## config.mk

```make
export PLATFORM = sky130hd
export DESIGN_NAME = xoxd_core
export DESIGN_NICKNAME = d
export VERILOG_FILES = /design/src/hw/xoxd_pkg.sv /design/src/hw/xoxd_ptr_alu.sv /design/src/hw/xoxd_core.sv
export SDC_FILE = /design/constraint.sdc
export NUM_CORES = 1
export LEC_CHECK = 0
export ABC_CLOCK_PERIOD_IN_PS = 3600
export BUFFER_PORTS_ARGS = -buffer_cell sky130_fd_sc_hd__buf_2
export CAP_MARGIN = 20
export CORE_UTILIZATION = 50
export CTS_BUF_LIST = sky130_fd_sc_hd__clkbuf_8
export CTS_CLUSTER_SIZE = 16
export DETAILED_ROUTE_END_ITERATION = 7
export PLACE_DENSITY = 0.85
export SYNTH_ARGS = -nofsm -noshare
export SYNTH_HDL_FRONTEND = slang
export SYNTH_SLANG_ARGS = --single-unit
```

## constraint.sdc

```tcl
create_clock -name REF_CLK -period 3.6 [get_ports REF_CLK]
set_clock_uncertainty 0.05 [all_clocks]
set_input_delay 0.54 -clock REF_CLK [delete_from_list [all_inputs] [get_ports REF_CLK]]
set_output_delay 0.54 -clock REF_CLK [all_outputs]
set_load 0.03 [all_outputs]
```

## src/hw/xoxd_pkg.sv

```systemverilog
package xoxd_pkg;
  // widths
  localparam int ADDR_W = 12;
  localparam int PC_W   = 21;

  // opcode prefixes and positions
  localparam logic [5:0]  OP_XOR_FILE   = 6'h06;   // 0001 10da
  localparam logic [7:0]  OP_ADD_PTR    = 8'hE8;
  localparam logic [7:0]  OP_SUB_PTR    = 8'hE9;
  localparam logic [7:0]  OP_PUSH_LIT   = 8'hEA;
  localparam logic [7:0]  OP_MOVE_OFS   = 8'hEB;
  localparam logic [15:0] OP_CALL_W     = 16'h0014;
  localparam logic [3:0]  OP_SECOND_WD  = 4'hF;
  localparam logic [1:0]  SEL_FRAME     = 2'h3;
  localparam int          BIT_DEST      = 9;
  localparam int          BIT_ACCESS    = 8;
  localparam int          BIT_MOVE_KIND = 7;

  // address map
  localparam logic [7:0]        INDEXED_MAX  = 8'h5F;
  localparam logic [3:0]        ACCESS_HIGH  = 4'hF;
  localparam logic [3:0]        ACCESS_LOW   = 4'h0;
  localparam logic [ADDR_W-1:0] PTR_RESET    = 12'h000;
  localparam logic [7:0]        WORKING_REGISTER_RESET   = 8'h00;
  localparam logic [7:0]        PUSH_STEP    = 8'h01;

  typedef enum logic [1:0] {
    XOXD_EXEC,
    XOXD_DEAD,
    XOXD_MOVE2
  } xoxd_state_e;
endpackage

```

## src/hw/xoxd_ptr_alu.sv

```systemverilog
`timescale 1ns/10ps
module xoxd_ptr_alu #(
  parameter int W = 12
) (
  // operands
  input  wire logic [W-1:0] ptr,
  input  wire logic [7:0]   operand,
  input  wire logic         subtract,
  // result
  output logic      [W-1:0] result
);
  // operand is eight bits wide, a narrower pointer cannot hold it
  if (W < 8) begin : g_width_check
    $error("pointer width below operand width");
  end

  always_comb begin
    if (subtract) begin
      result = ptr - W'(operand);
    end else begin
      result = ptr + W'(operand);
    end
  end
endmodule

```

## src/hw/xoxd_core.sv

```systemverilog
`timescale 1ns/10ps
// Function
// - opcode 0001 10da ffff ffff is exclusive-OR of working register with file
// - destination bit 0 writes working register, 1 writes the file register
// - exclusive-OR updates only negative and zero flags
// - access bit 0 uses access bank, 1 uses bank select register
// - access 0, extension on, address up to 95 uses indexed literal offset
// - extension active when unprogrammed; configuration bit enables or disables it
// - extension adds eight literal pointer instructions to the standard set
// - add/subtract 6-bit literal to selected pointer, one cycle, flags unchanged
// - select field 11 works on frame pointer then returns, two cycles
// - opcode 0000 0000 0001 0100 calls through working register, two cycles
// - two-word moves: offset source, absolute or offset destination, two cycles
// - push literal at frame pointer then decrement pointer, one cycle
// - add-and-return loads program counter from return stack top, then no-op
module xoxd_core (
  // clock and reset
  input  wire logic                        REF_CLK,
  input  wire logic                        RST_B,
  // configuration fuse, high enables the extension
  input  wire logic                        EXTENSION_ENABLE_FUSE,
  // instruction stream
  input  wire logic [15:0]                 INSTR_WORD,
  input  wire logic                        INSTR_VALID,
  output logic                             INSTR_READY,
  output logic                             INSTR_UNHANDLED,
  // core context
  input  wire logic [3:0]                  BANK_SELECT_REGISTER,
  input  wire logic [xoxd_pkg::PC_W-1:0]   RETURN_STACK_TOP,
  input  wire logic [12:0]                 PC_LATCH,
  // data memory
  output logic [xoxd_pkg::ADDR_W-1:0]      DMEM_RADDR,
  input  wire logic [7:0]                  DMEM_RDATA,
  output logic [xoxd_pkg::ADDR_W-1:0]      DMEM_WADDR,
  output logic [7:0]                       DMEM_WDATA,
  output logic                             DMEM_WE,
  // program flow
  output logic                             PC_LOAD,
  output logic                             RET_PUSH,
  output logic                             RET_POP,
  output logic [xoxd_pkg::PC_W-1:0]        PC_TARGET,
  // architectural state
  output logic [7:0]                       WORKING_REGISTER,
  output logic [xoxd_pkg::ADDR_W-1:0]      FILE_SELECT_POINTER0,
  output logic [xoxd_pkg::ADDR_W-1:0]      FILE_SELECT_POINTER1,
  output logic [xoxd_pkg::ADDR_W-1:0]      STACK_FRAME_POINTER,
  output logic                             FLAG_NEGATIVE,
  output logic                             FLAG_ZERO,
  output logic                             FLAGS_UPDATED
);
  localparam int AW = xoxd_pkg::ADDR_W;

  // fuse synchroniser
  logic fuse_meta_reg;
  logic fuse_sync_reg;
  always_ff @(posedge REF_CLK or negedge RST_B) begin
    if (!RST_B) begin
      fuse_meta_reg <= 1'b1;
      fuse_sync_reg <= 1'b1;
    end else begin
      fuse_meta_reg <= EXTENSION_ENABLE_FUSE;
      fuse_sync_reg <= fuse_meta_reg;
    end
  end
  logic ext_on;
  assign ext_on = fuse_sync_reg;

  // state
  xoxd_pkg::xoxd_state_e state_reg, state_next;
  logic [7:0]    working_register_reg, working_register_next;
  logic [AW-1:0] ptr_reg [3];
  logic [AW-1:0] ptr_next [3];
  logic          neg_reg, neg_next, zero_reg, zero_next, upd_reg, upd_next;
  logic [7:0]    hold_reg, hold_next;
  logic          abs_dest_reg, abs_dest_next;
  logic [AW-1:0] waddr_reg, waddr_next;
  logic [7:0]    wdata_reg, wdata_next;
  logic          we_reg, we_next;
  logic          pcl_reg, pcl_next, push_reg, push_next, pop_reg, pop_next, unh_reg, unh_next;
  logic [xoxd_pkg::PC_W-1:0] pct_reg, pct_next;

  // decode
  logic       take;
  logic [7:0] op_hi;
  logic [7:0] f_lit;
  logic [1:0] psel;
  logic       is_xor, is_addp, is_subp, is_push, is_move, is_call_via_working_reg;
  assign take   = INSTR_VALID && INSTR_READY;
  assign op_hi  = INSTR_WORD[15:8];
  assign f_lit  = INSTR_WORD[7:0];
  assign psel   = INSTR_WORD[7:6];
  assign is_xor = (INSTR_WORD[15:10] == xoxd_pkg::OP_XOR_FILE);
  // extended opcodes are only honoured with the fuse set
  assign is_addp  = ext_on && (op_hi == xoxd_pkg::OP_ADD_PTR);
  assign is_subp  = ext_on && (op_hi == xoxd_pkg::OP_SUB_PTR);
  assign is_push  = ext_on && (op_hi == xoxd_pkg::OP_PUSH_LIT);
  assign is_move  = ext_on && (op_hi == xoxd_pkg::OP_MOVE_OFS);
  assign is_call_via_working_reg = ext_on && (INSTR_WORD == xoxd_pkg::OP_CALL_W);

  // offset adder on the frame pointer
  logic [AW-1:0] frame_ofs;
  logic [7:0]    ofs_in;
  always_comb begin
    if (state_reg == xoxd_pkg::XOXD_MOVE2 || is_move) begin
      ofs_in = {1'b0, INSTR_WORD[6:0]};
    end else begin
      ofs_in = f_lit;
    end
  end
  xoxd_ptr_alu #(.W(AW)) u_ofs (
    .ptr      (ptr_reg[2]),
    .operand  (ofs_in),
    .subtract (1'b0),
    .result   (frame_ofs)
  );

  // pointer update adder
  logic [1:0]    upd_sel;
  logic [7:0]    upd_opnd;
  logic          upd_sub;
  logic [AW-1:0] upd_res;
  always_comb begin
    if (is_push) begin
      upd_sel  = 2'h2;
      upd_opnd = xoxd_pkg::PUSH_STEP;
      upd_sub  = 1'b1;
    end else begin
      upd_sel  = (psel == xoxd_pkg::SEL_FRAME) ? 2'h2 : psel;
      upd_opnd = {2'h0, INSTR_WORD[5:0]};
      upd_sub  = is_subp;
    end
  end
  xoxd_ptr_alu #(.W(AW)) u_upd (
    .ptr      (ptr_reg[upd_sel]),
    .operand  (upd_opnd),
    .subtract (upd_sub),
    .result   (upd_res)
  );

  // file address of a byte-oriented instruction
  logic [AW-1:0] file_addr;
  always_comb begin
    if (INSTR_WORD[xoxd_pkg::BIT_ACCESS]) begin
      file_addr = {BANK_SELECT_REGISTER, f_lit};
    end else if (ext_on && f_lit <= xoxd_pkg::INDEXED_MAX) begin
      file_addr = frame_ofs;
    end else if (f_lit <= xoxd_pkg::INDEXED_MAX) begin
      file_addr = {xoxd_pkg::ACCESS_LOW, f_lit};
    end else begin
      file_addr = {xoxd_pkg::ACCESS_HIGH, f_lit};
    end
  end

  always_comb begin
    if (is_move) begin
      DMEM_RADDR = frame_ofs;
    end else begin
      DMEM_RADDR = file_addr;
    end
  end

  logic [7:0] xor_res;
  assign xor_res     = working_register_reg ^ DMEM_RDATA;
  assign INSTR_READY = (state_reg != xoxd_pkg::XOXD_DEAD);

  always_comb begin
    state_next    = state_reg;
    working_register_next     = working_register_reg;
    ptr_next      = ptr_reg;
    neg_next      = neg_reg;
    zero_next     = zero_reg;
    upd_next      = 1'b0;
    hold_next     = hold_reg;
    abs_dest_next = abs_dest_reg;
    waddr_next    = waddr_reg;
    wdata_next    = wdata_reg;
    we_next       = 1'b0;
    pcl_next      = 1'b0;
    push_next     = 1'b0;
    pop_next      = 1'b0;
    unh_next      = 1'b0;
    pct_next      = pct_reg;
    unique case (state_reg)
      xoxd_pkg::XOXD_DEAD: begin
        state_next = xoxd_pkg::XOXD_EXEC;
      end
      xoxd_pkg::XOXD_MOVE2: begin
        if (take) begin
          state_next = xoxd_pkg::XOXD_EXEC;
          if (INSTR_WORD[15:12] == xoxd_pkg::OP_SECOND_WD) begin
            we_next    = 1'b1;
            wdata_next = hold_reg;
            waddr_next = abs_dest_reg ? INSTR_WORD[AW-1:0] : frame_ofs;
          end else begin
            unh_next = 1'b1;
          end
        end
      end
      xoxd_pkg::XOXD_EXEC: begin
        if (take) begin
          if (is_xor) begin
            neg_next  = xor_res[7];
            zero_next = (xor_res == 8'h00);
            upd_next  = 1'b1;
            if (INSTR_WORD[xoxd_pkg::BIT_DEST]) begin
              we_next    = 1'b1;
              waddr_next = file_addr;
              wdata_next = xor_res;
            end else begin
              working_register_next = xor_res;
            end
          end else if (is_addp || is_subp) begin
            ptr_next[upd_sel] = upd_res;
            if (psel == xoxd_pkg::SEL_FRAME) begin
              pcl_next   = 1'b1;
              pop_next   = 1'b1;
              pct_next   = RETURN_STACK_TOP;
              state_next = xoxd_pkg::XOXD_DEAD;
            end
          end else if (is_push) begin
            we_next     = 1'b1;
            waddr_next  = ptr_reg[2];
            wdata_next  = f_lit;
            ptr_next[2] = upd_res;
          end else if (is_call_via_working_reg) begin
            pcl_next   = 1'b1;
            push_next  = 1'b1;
            pct_next   = {PC_LATCH, working_register_reg};
            state_next = xoxd_pkg::XOXD_DEAD;
          end else if (is_move) begin
            hold_next     = DMEM_RDATA;
            abs_dest_next = !INSTR_WORD[xoxd_pkg::BIT_MOVE_KIND];
            state_next    = xoxd_pkg::XOXD_MOVE2;
          end else begin
            unh_next = 1'b1;
          end
        end
      end
      default: begin
        state_next = xoxd_pkg::XOXD_EXEC;
      end
    endcase
  end

  always_ff @(posedge REF_CLK or negedge RST_B) begin
    if (!RST_B) begin
      state_reg    <= xoxd_pkg::XOXD_EXEC;
      working_register_reg     <= xoxd_pkg::WORKING_REGISTER_RESET;
      ptr_reg      <= '{default: xoxd_pkg::PTR_RESET};
      neg_reg      <= 1'b0;
      zero_reg     <= 1'b0;
      upd_reg      <= 1'b0;
      hold_reg     <= 8'h00;
      abs_dest_reg <= 1'b0;
      waddr_reg    <= xoxd_pkg::PTR_RESET;
      wdata_reg    <= 8'h00;
      we_reg       <= 1'b0;
      pcl_reg      <= 1'b0;
      push_reg     <= 1'b0;
      pop_reg      <= 1'b0;
      unh_reg      <= 1'b0;
      pct_reg      <= '0;
    end else begin
      state_reg    <= state_next;
      working_register_reg     <= working_register_next;
      ptr_reg      <= ptr_next;
      neg_reg      <= neg_next;
      zero_reg     <= zero_next;
      upd_reg      <= upd_next;
      hold_reg     <= hold_next;
      abs_dest_reg <= abs_dest_next;
      waddr_reg    <= waddr_next;
      wdata_reg    <= wdata_next;
      we_reg       <= we_next;
      pcl_reg      <= pcl_next;
      push_reg     <= push_next;
      pop_reg      <= pop_next;
      unh_reg      <= unh_next;
      pct_reg      <= pct_next;
    end
  end

  assign WORKING_REGISTER     = working_register_reg;
  assign FILE_SELECT_POINTER0 = ptr_reg[0];
  assign FILE_SELECT_POINTER1 = ptr_reg[1];
  assign STACK_FRAME_POINTER  = ptr_reg[2];
  assign FLAG_NEGATIVE        = neg_reg;
  assign FLAG_ZERO            = zero_reg;
  assign FLAGS_UPDATED        = upd_reg;
  assign DMEM_WADDR           = waddr_reg;
  assign DMEM_WDATA           = wdata_reg;
  assign DMEM_WE              = we_reg;
  assign PC_LOAD              = pcl_reg;
  assign RET_PUSH             = push_reg;
  assign RET_POP              = pop_reg;
  assign PC_TARGET            = pct_reg;
  assign INSTR_UNHANDLED      = unh_reg;
endmodule

```

==> results of run 1 <==
## worst paths after layout
check                                      start                        to  slack [ns]  depth (start not counted)
max                                       ext_on            DMEM_RADDR[10]        -0.1                         12
min                                        RST_B              PC_TARGET[9]        0.14                          1
max reg2reg                               ext_on  FILE_SELECT_POINTER1[10]        0.01                         17
min reg2reg                        fuse_meta_reg                    ext_on        0.31                          0
max in group asynchronous                  RST_B  FILE_SELECT_POINTER1[10]        2.48                          2
min in group REF_CLK       EXTENSION_ENABLE_FUSE             fuse_meta_reg        0.18                          1
## per-stage QoR
stage / utilization [%] / setup slack (ns) / hold WS (ns) / area [um^2] / total power [uW]
2_1_floorplan: - / 0.0265 / 0.194 / 6890 / 1740
6_report: 67.1 / -0.0970 / 0.137 / 8910 / 2810
3_5_place_dp: 62.0 / -0.194 / 0.301 / 8250 / 2010
3_3_place_gp: 62.0 / -0.0930 / 0.300 / 8250 / 2000
4_1_cts: 65.2 / -0.0180 / 0.159 / 8670 / 2770
5_1_grt: 67.1 / -0.188 / 0.166 / 8910 / 2930
## metal layers
metal | share of wire (%) | wire, um
met1 | 42 | 9000
met2 | 46 | 9830
met4 | 3.9 | 835
met5 | 0 | 0
met3 | 8.0 | 1710
## area by class of cell
class                      count  area, um^2  share of cell area [%]
timing repair buffer         254        1510                    17.0
clock inverter                 7        65.1                   0.730
clock buffer                   9         124                    1.39
inverter                      21        81.3                   0.912
tap                          176         220                    2.47
sequential                   106        2660                    29.8
multi-input combinational    598        4260                    47.7
## worst max-delay path: stages (launching register included)
cell,delay [ns]
dfstp_2,0.60
and4bb_2,0.30
buf_6,0.11
and2_4,0.14
nand3_2,0.09
nand2_2,0.10
a21oi_2,0.05
ha_4,0.17
or4_4,0.44
o2111ai_4,0.24
xor2_2,0.21
o22ai_2,0.11
buf_6,0.15
## where the power goes
part	internal, uW	switching, uW
registers	1240	51.1
logic	305	476
clock network	265	466
total	1810	994
## logic make-up (layout without fill, tap and decap cells)
logic type | Yosys count | after routing
buffers and inverters | 67 | 291
AND/OR/NAND/NOR | 275 | 275
adder cells (fa/ha/maj) | 22 | 22
multiplexers | 71 | 71
AO/OA/AOI/OAI | 198 | 198
flip-flops | 106 | 106
XOR/XNOR | 32 | 32
## cells in the final DEF (no fill, tap or decap), drive strengths merged, types with 8 or more instances in the layout
cell    instances
buf           254
nand2         136
dfrtp         104
o21ai          61
a21oi          54
nor2           49
mux2           46
mux2i          25
xnor2          24
inv            23
a211oi         20
ha             20
nor2b          14
nand3          13
nor3           11
o31ai          10
clkbuf          9
and3            8
or3             8
nand2b          8
xor2            8
## what timing repair did
item                       4_1_cts  5_1_grt
resized for setup               35       47
pin swaps                       19       25
setup buffers                   12        7
setup endpoints to repair       16       35
==> flow_summary.json, run 1 <==
{
  "nFillCells": 1059,
  "postSynthCellCount": 771,
  "worst_pin_slew_ns": 0.713,
  "layout.cells.non_filler": 1171,
  "wl_per_cell_um": 18.2,
  "status": "complete, but fails checks",
  "synth_top_family_by_area": "simple AND/OR/NAND/NOR gates",
  "grt_use_total_pct": 30.5,
  "place_inst": 1136,
  "ys_types": 65,
  "grt_overflow": 0,
  "synth_flop_cell": "dfrtp_1",
  "cp_max_fo": 2,
  "cts_buffers": 9,
  "rsz0062_at_grt": "true",
  "syn2layout_area_growth_pct": 29.8,
  "cts_max_path_buffers": 2,
  "synth-edff-count": 0,
  "synth_compound_area_share_pct": 18.0,
  "yosys.area_share.simple_pct": 18.7,
  "p_per_area_mw_per_mm2": 315,
  "maxSlewViolCount": 0,
  "htree_levels": 3,
  "dieArea_mm2": 0.0142,
  "synth_xor_xnor_area_share_pct": 4.08,
  "async_flop_share_pct": 100,
  "port_buffers": 171,
  "use_met3_pct": 6.13,
  "initial_core_util_pct": 51.7,
  "num_rows": 42,
  "die_height_um": 119,
  "finalSetupViolations": 3,
  "insertion_delay_ns": 0.41,
  "drc_errors": 0,
  "cts_tree": "done",
  "nNetsFinal": 1078,
  "num_antenna_cells": 0,
  "drive_above_1_share_pct": 37.9,
  "grt_pass1_vias": 6695,
  "grtUsageMet2_pct": 47.6,
  "cts_root_buf": "clkbuf_8",
  "max_slew_margin_pct": 52.5,
  "leakage_uw": 0.00452,
  "dp_hpwl_um": 15600,
  "period_share_pct": 103,
  "drt_iter0_markers": 681,
  "largest_reg_flops": 21,
  "antenna_found_initial": 0,
  "grt_first_pass_wirelength_um": 33900,
  "gp_congestion": 0.982,
  "min_period_ns": 3.70,
  "max_freq_mhz": 270,
  "postLayoutSetupSlackWorst_ns": -0.0970,
  "via_count": 6834,
  "cp.arrival_ns": 3.11,
  "finalHoldViolCount": 0,
  "crit_type": "reg -> out",
  "synth_most_common_cell": "nand2_1",
  "drtPass1Iterations": 7,
  "synth_fp_nets": 859,
  "synth_top_area_share_pct": 37.9,
  "peakVddDrop_uv": 317,
  "cts_hold_buf": 0,
  "crit_path_end_kind": "output pin",
  "synth_common_cells": "136 x nand2_1, 104 x dfrtp_1, 58 x o21ai_0, 54 x a21oi_1, 48 x nor2_1",
  "synth_adder_area_share_pct": 4.23,
  "violations": "negative setup slack",
  "via_per_inst": 5.84,
  "hold_class": "in -> async",
  "grt_max_degree": 59,
  "met1_usage_pct": 40.3,
  "clock_sinks": 106,
  "dieWidth_um": 119,
  "clk_pin_slew_worst_paths_ns": 0.11,
  "avgSynthCellArea_um2": 8.91,
  "critical_path_required_ns": 3.01,
  "ys_seq_area_share_pct": 38.7,
  "synth_area_leaders": "dfrtp_1 38%, nand2_1 7.4%, o21ai_0 4.2%",
  "cp-start-kind": "flop",
  "synth_area_mm2": 0.00687,
  "ant_nets": 0,
  "maxCapViolCount": 0,
  "synth_top_area_cell": "dfrtp_1",
  "coreArea_mm2": 0.0133,
  "yosys_warnings": 0,
  "wl_um": 21400,
  "synth.area.mux_share_pct": 12.2,
  "fin_setup_tns_ns": -0.243,
  "io-pin-count": 172,
  "ys_ff_latch": 106,
  "grt-busiest-layer": "met2"
}
No activity file was read; power rests on OpenSTA's default activity.
==> inputs of run 2 (changes only) <==
Settings changed: PLACE_DENSITY 0.85 to 0.79, RECOVER_POWER from default to 25, SLEW_MARGIN from default to 20.
==> run 2 against run 1 <==
The run ends with max-capacitance violations, max-slew violations, negative setup slack left. Clock power down 3%. Highest routed layer unchanged. Non-clock buffer count down 7. Die area unchanged. Hold slack better by 0.053 ns. Critical path type unchanged. First-iteration DRC count down 13%. Fmax up 0.59%. Sequential share of layout area up 0.42 points. Flip-flop and latch count unchanged. Count of clock-buffer cells in the layout up 1. Setup slack better by 0.022 ns. Global-route usage down 0.79 points.
==> flow_summary.json, run 2 (same netlist as run 1, synthesis figures left out) <==
{
  "status": "complete, but fails checks",
  "violations": "max-capacitance violations, max-slew violations, negative setup slack",
  "wl_per_cell_um": 17.7,
  "antenna_found_initial": 2,
  "cts_max_path_buffers": 2,
  "cp-start-kind": "flop",
  "combPwrFrac_pct": 27.6,
  "cp_num_buf_inv": 2,
  "min_period_ns": 3.68,
  "htree_levels": 3,
  "drtPass1Iterations": 5,
  "layout_common_cells": "166 x buf_2, 132 x nand2_1, 104 x dfrtp_1",
  "grt_pass1_vias": 6398,
  "max_freq_mhz": 272,
  "cpMaxStageDelayCell": "dfstp_2",
  "grt_use_total_pct": 29.7,
  "cts_hold_buf": 0,
  "dieArea_mm2": 0.0142,
  "p_per_area_mw_per_mm2": 315,
  "finalHoldViolCount": 0,
  "power.switching_uw": 954,
  "io-pin-count": 172,
  "clk_pin_slew_worst_paths_ns": 0.11,
  "crit_path_cell_trace": "and4bb_2 > buf_6 > and2_4 > nand3_4 > nand2_4 > a21oi_4 > ha_4 > or4_4 > o2111ai_4 > xor2_2 > o22ai_2 > buf_6",
  "rrSetupSlack_ns": -0.01,
  "clock_sinks": 106,
  "hold_class": "in -> reg",
  "num_rows": 42,
  "final_area_mm2": 0.00879,
  "drive_above_1_share_pct": 35.9,
  "max_slew_margin_pct": -78.4,
  "dp_hpwl_um": 15400,
  "worstHoldStart": "EXTENSION_ENABLE_FUSE",
  "drc_errors": 0,
  "p_total_uw": 2770,
  "cts_root_buf": "clkbuf_8",
  "crit_type": "reg -> out",
  "gp_congestion": 0.962,
  "grt_overflow": 0,
  "netSwitchingFraction_pct": 34.4,
  "port_buffers": 171,
  "die_height_um": 119,
  "cts_buffers": 9,
  "period_share_pct": 102,
  "p_int_uw": 1820,
  "seq_power_share_pct": 46.8,
  "place_inst": 1139,
  "critical_path_required_ns": 3.01,
  "via_per_inst": 5.64,
  "nNetsFinal": 1071,
  "via_count": 6576,
  "dpl_cell_area_mm2": 0.00828,
  "cp_max_fo": 2,
  "nFillCells": 1091,
  "ant_nets": 0,
  "postLayoutSetupSlackWorst_ns": -0.0753,
  "crit_path_max_incr_delay_ns": 0.58,
  "coreArea_mm2": 0.0133,
  "crit_path_end_kind": "output pin",
  "cpMostUsedCell": "buf_6",
  "insertion_delay_ns": 0.40,
  "reg2regPathDepth": 16,
  "wl_um": 20600,
  "maxCapViolCount": 1,
  "layout.cells.non_filler": 1166,
  "worst_pin_slew_ns": 2.68,
  "peakVddDrop_uv": 310,
  "initial_core_util_pct": 51.7,
  "leakage_uw": 0.00445,
  "maxSlewViolCount": 52,
  "cts_tree": "done",
  "largest_reg_flops": 21,
  "cp.arrival_ns": 3.09,
  "rsz0062_at_grt": "true",
  "grt_max_degree": 57,
  "clockPowerShare_pct": 25.7,
  "hold_end": "fuse_meta_reg",
  "critPathTopFamily": "simple AND/OR/NAND/NOR gates",
  "syn2layout_area_growth_pct": 28.0,
  "layout.cells.most_common": "buf_2",
  "grt_first_pass_wirelength_um": 32800,
  "dieWidth_um": 119,
  "hold_path_depth": 1,
  "drt_iter0_markers": 594,
  "rr_endpoint": "FILE_SELECT_POINTER1[10]",
  "fin_setup_tns_ns": -0.148,
  "finalSetupViolations": 4,
  "r2r-start": "ext_on"
}
-- run 2: cell count changes in the layout (fill, tap and decap cells not counted), sizes merged --
| cell | previous run | this run |
|---|---|---|
| buf | 254 | 245 |
| clkbuf | 9 | 12 |
| clkinv | 4 | 1 |
| diode | 0 | 2 |
| inv | 23 | 25 |
-- run 2: worst max path at each step --
| stage | to | slack [ns] | depth (start not counted) | startpoint |
|---|---|---|---|---|
| CTS | FILE_SELECT_POINTER1[10] | -0.06 | 16 | ext_on |
| global route | FILE_SELECT_POINTER1[6] | -0.17 | 17 | ext_on |
| global placement | FILE_SELECT_POINTER1[10] | -0.10 | 17 | INSTR_WORD[10] |
| floorplan | DMEM_RADDR[8] | 0.03 | 10 | INSTR_WORD[10] |
| finish | DMEM_RADDR[10] | -0.08 | 12 | ext_on |
| detailed placement | FILE_SELECT_POINTER1[10] | -0.21 | 17 | INSTR_WORD[10] |
-- run 2: metal layers --
metal	GRT usage [%]	up-vias	share of wire, %
met5	0	-	0
met4	13.0	0	3.5
met3	7.38	55	8.2
met2	46.3	297	46
met1	38.9	3073	43
li1	-	3151	-
-- run 2: per-stage QoR --
stage | setup WS (ns) | hold slack (ns) | util, %
after global routing | -0.166 | 0.163 | 66.1
after floorplan | 0.0265 | 0.194 | -
after detailed placement | -0.214 | 0.317 | 62.3
final | -0.0753 | 0.189 | 66.1
after global placement | -0.105 | 0.318 | 62.3
after CTS | -0.0630 | 0.124 | 64.7
-- run 2: repair_timing --
item	4_1_cts	5_1_grt
resized for setup	25	43
pin swaps	10	25
setup buffers	4	5
endpoints found under the setup margin	10	31
-- run 2: final cells by class --
type / instances / area, um^2 / share of cell area (%)
multi-input cells: 598 / 4200 / 47.8
well taps: 176 / 220 / 2.50
inverters: 21 / 78.8 / 0.897
clock buffers: 10 / 138 / 1.57
clock inverters: 6 / 48.8 / 0.555
diodes: 2 / 5.00 / 0.0569
flip-flops and latches: 106 / 2660 / 30.2
repair buffers: 247 / 1450 / 16.5
-- run 2: power by group through the flow --
| stage | Sequential, uW | Clock (uW) | Combinational [uW] |
|---|---|---|---|
| floorplan | 1410 | 0 | 332 |
| global placement | 1320 | 0 | 694 |
| detailed placement | 1320 | 0 | 703 |
| CTS | 1300 | 724 | 724 |
| global route | 1300 | 771 | 824 |
| finish | 1300 | 711 | 765 |
-- run 2: worst reg2reg max path, cell delays in order, from the launching register on --
cell,delay [ns]
dfstp_2,0.58
and4bb_2,0.31
nand3_2,0.12
nand2b_1,0.12
inv_1,0.08
ha_4,0.27
nor2b_1,0.12
a21oi_1,0.05
nor2_1,0.14
a21oi_2,0.07
fa_2,0.36
a21o_1,0.23
a2111oi_4,0.35
o31ai_1,0.10
a21oi_1,0.16
xor2_1,0.24
mux2i_1,0.11
==> inputs of run 3 (changes only) <==
Settings changed: CELL_PAD_IN_SITES_DETAIL_PLACEMENT from default to 1, CELL_PAD_IN_SITES_GLOBAL_PLACEMENT from default to 1, CORE_UTILIZATION 50 to 37, PLACE_DENSITY 0.79 to default, PLACE_DENSITY_LB_ADDON from default to 0.1.
==> run 3 against run 2 <==
The run ends with design-rule violations, max-capacitance violations, max-slew violations, negative setup slack left. Hold slack got worse by 0.012 ns. Die area up 34%. Power is 4.5% higher. Non-clock buffer count is 16 higher. Setup slack gained 0.057 ns.
==> flow_summary.json, run 3 (same netlist as run 1, synthesis figures left out) <==
{
  "dp_hpwl_um": 18800,
  "grt_first_pass_wirelength_um": 40800,
  "drc_errors": 16,
  "ant_nets": 0,
  "seq_power_share_pct": 44.8,
  "peakVddDrop_uv": 214,
  "clockPowerShare_pct": 27.3,
  "power.switching_uw": 1070,
  "gp_congestion": 0.943,
  "hold_class": "in -> reg",
  "coreArea_mm2": 0.0181,
  "layout.cells.non_filler": 1233,
  "clk_pin_slew_worst_paths_ns": 0.12,
  "max_freq_mhz": 276,
  "insertion_delay_ns": 0.41,
  "cp.arrival_ns": 3.03,
  "cts_tree": "done",
  "grt_pass1_vias": 7318,
  "cp-start-kind": "flop",
  "drt_iter0_markers": 390,
  "initial_core_util_pct": 38.0,
  "grt_use_total_pct": 27.4,
  "combPwrFrac_pct": 27.9,
  "cts_root_buf": "clkbuf_8",
  "finalSetupViolations": 1,
  "grt_overflow": 0,
  "cpMaxStageDelayCell": "dfstp_2",
  "postLayoutSetupSlackWorst_ns": -0.0183,
  "violations": "design-rule violations, max-capacitance violations, max-slew violations, negative setup slack",
  "max_slew_margin_pct": -15.3,
  "layout_common_cells": "165 x buf_2, 130 x nand2_1, 104 x dfrtp_1",
  "drtPass1Iterations": 7,
  "via_per_inst": 5.57,
  "layout.cells.most_common": "buf_2",
  "crit_path_max_incr_delay_ns": 0.56,
  "worst_pin_slew_ns": 1.73,
  "clock_sinks": 106,
  "syn2layout_area_growth_pct": 31.8,
  "cp_num_buf_inv": 2,
  "grt_max_degree": 64,
  "num_antenna_cells": 0,
  "dieWidth_um": 138,
  "cpMostUsedCell": "buf_6",
  "largest_reg_flops": 21,
  "crit_type": "reg -> out",
  "maxCapViolCount": 1,
  "die_height_um": 138,
  "finalHoldViolCount": 0,
  "netSwitchingFraction_pct": 36.9,
  "dieArea_mm2": 0.0191,
  "cts_hold_buf": 0,
  "rsz0062_at_grt": "true",
  "cts_max_path_buffers": 2,
  "nNetsFinal": 1087,
  "cts_buffers": 9,
  "num_rows": 49,
  "wl_um": 26200,
  "cp_max_fo": 2,
  "status": "complete, but fails checks",
  "p_int_uw": 1830,
  "place_inst": 1192,
  "wl_per_cell_um": 21.2,
  "io-pin-count": 172,
  "p_per_area_mw_per_mm2": 320,
  "htree_levels": 3,
  "leakage_uw": 0.00456,
  "finalHoldWorstSlack_ns": 0.177,
  "drive_above_1_share_pct": 37.9,
  "maxSlewViolCount": 64,
  "via_count": 6873,
  "port_buffers": 171,
  "crit_path_end_kind": "output pin",
  "period_share_pct": 101,
  "crit_path_cell_trace": "and4bb_2 > buf_6 > and2_4 > nand3_4 > nand2_4 > a21oi_4 > ha_4 > or4_4 > o2111ai_4 > xor2_2 > o22ai_2 > buf_6",
  "min_period_ns": 3.62,
  "critPathTopFamily": "simple AND/OR/NAND/NOR gates",
  "critical_path_required_ns": 3.01,
  "antenna_found_initial": 0
}
-- run 3: timing repair --
item | 4_1_cts | 5_1_grt
pin swaps | 18 | 26
resized for setup | 36 | 46
setup buffers | 21 | 6
setup endpoints to repair | 10 | 33
-- run 3: metal layers --
| layer | share of wire (%) | wire length, um | global-route usage (%) | vias to the layer above |
|---|---|---|---|---|
| li1 | - | - | - | 3174 |
| met1 | 41 | 10800 | 33.7 | 3413 |
| met2 | 50 | 13000 | 47.1 | 233 |
| met3 | 6.4 | 1660 | 5.92 | 53 |
| met4 | 2.6 | 687 | 10.3 | 0 |
| met5 | 0 | 0 | 0 | - |
-- run 3: area by class of cell --
cell class              instances  area, um^2
clock inverters                 7        67.6
clock buffers                   9         124
fillers                      2157        9040
multi-input cells             598        4260
flip-flops and latches        106        2660
repair buffers                263        1580
well taps                     229         287
inverters                      21        78.8
-- run 3: final timing paths --
path	start	end	slack, ns	cells past startpoint
max	ext_on	DMEM_RADDR[10]	-0.02	12
min	EXTENSION_ENABLE_FUSE	fuse_meta_reg	0.18	1
max reg2reg	ext_on	FILE_SELECT_POINTER1[10]	0.04	17
min reg2reg	fuse_meta_reg	ext_on	0.33	0
max in group asynchronous	RST_B	PC_LOAD	1.12	2
min in group asynchronous	RST_B	DMEM_WE	0.48	1
-- run 3: power by group through the flow --
stage                     Clock, uW  Combinational, uW  Sequential (uW)
after floorplan                   0                332             1410
after global placement            0                704             1320
after detailed placement          0                726             1320
after CTS                       806                768             1300
after global routing            854                866             1310
final                           793                808             1300
-- run 3: stage by stage --
stage | util, % | setup TNS (ns) | area, um^2 | power [uW] | worst slack (ns)
floorplan | - | 0 | 6890 | 1740 | 0.0265
global placement | 46.2 | -0.625 | 8350 | 2020 | -0.0997
detailed placement | 46.2 | -2.69 | 8350 | 2050 | -0.218
CTS | 48.9 | 0 | 8850 | 2870 | 0.00739
global route | 50.0 | -1.27 | 9050 | 3030 | -0.128
finish | 50.0 | -0.0183 | 9050 | 2900 | -0.0183
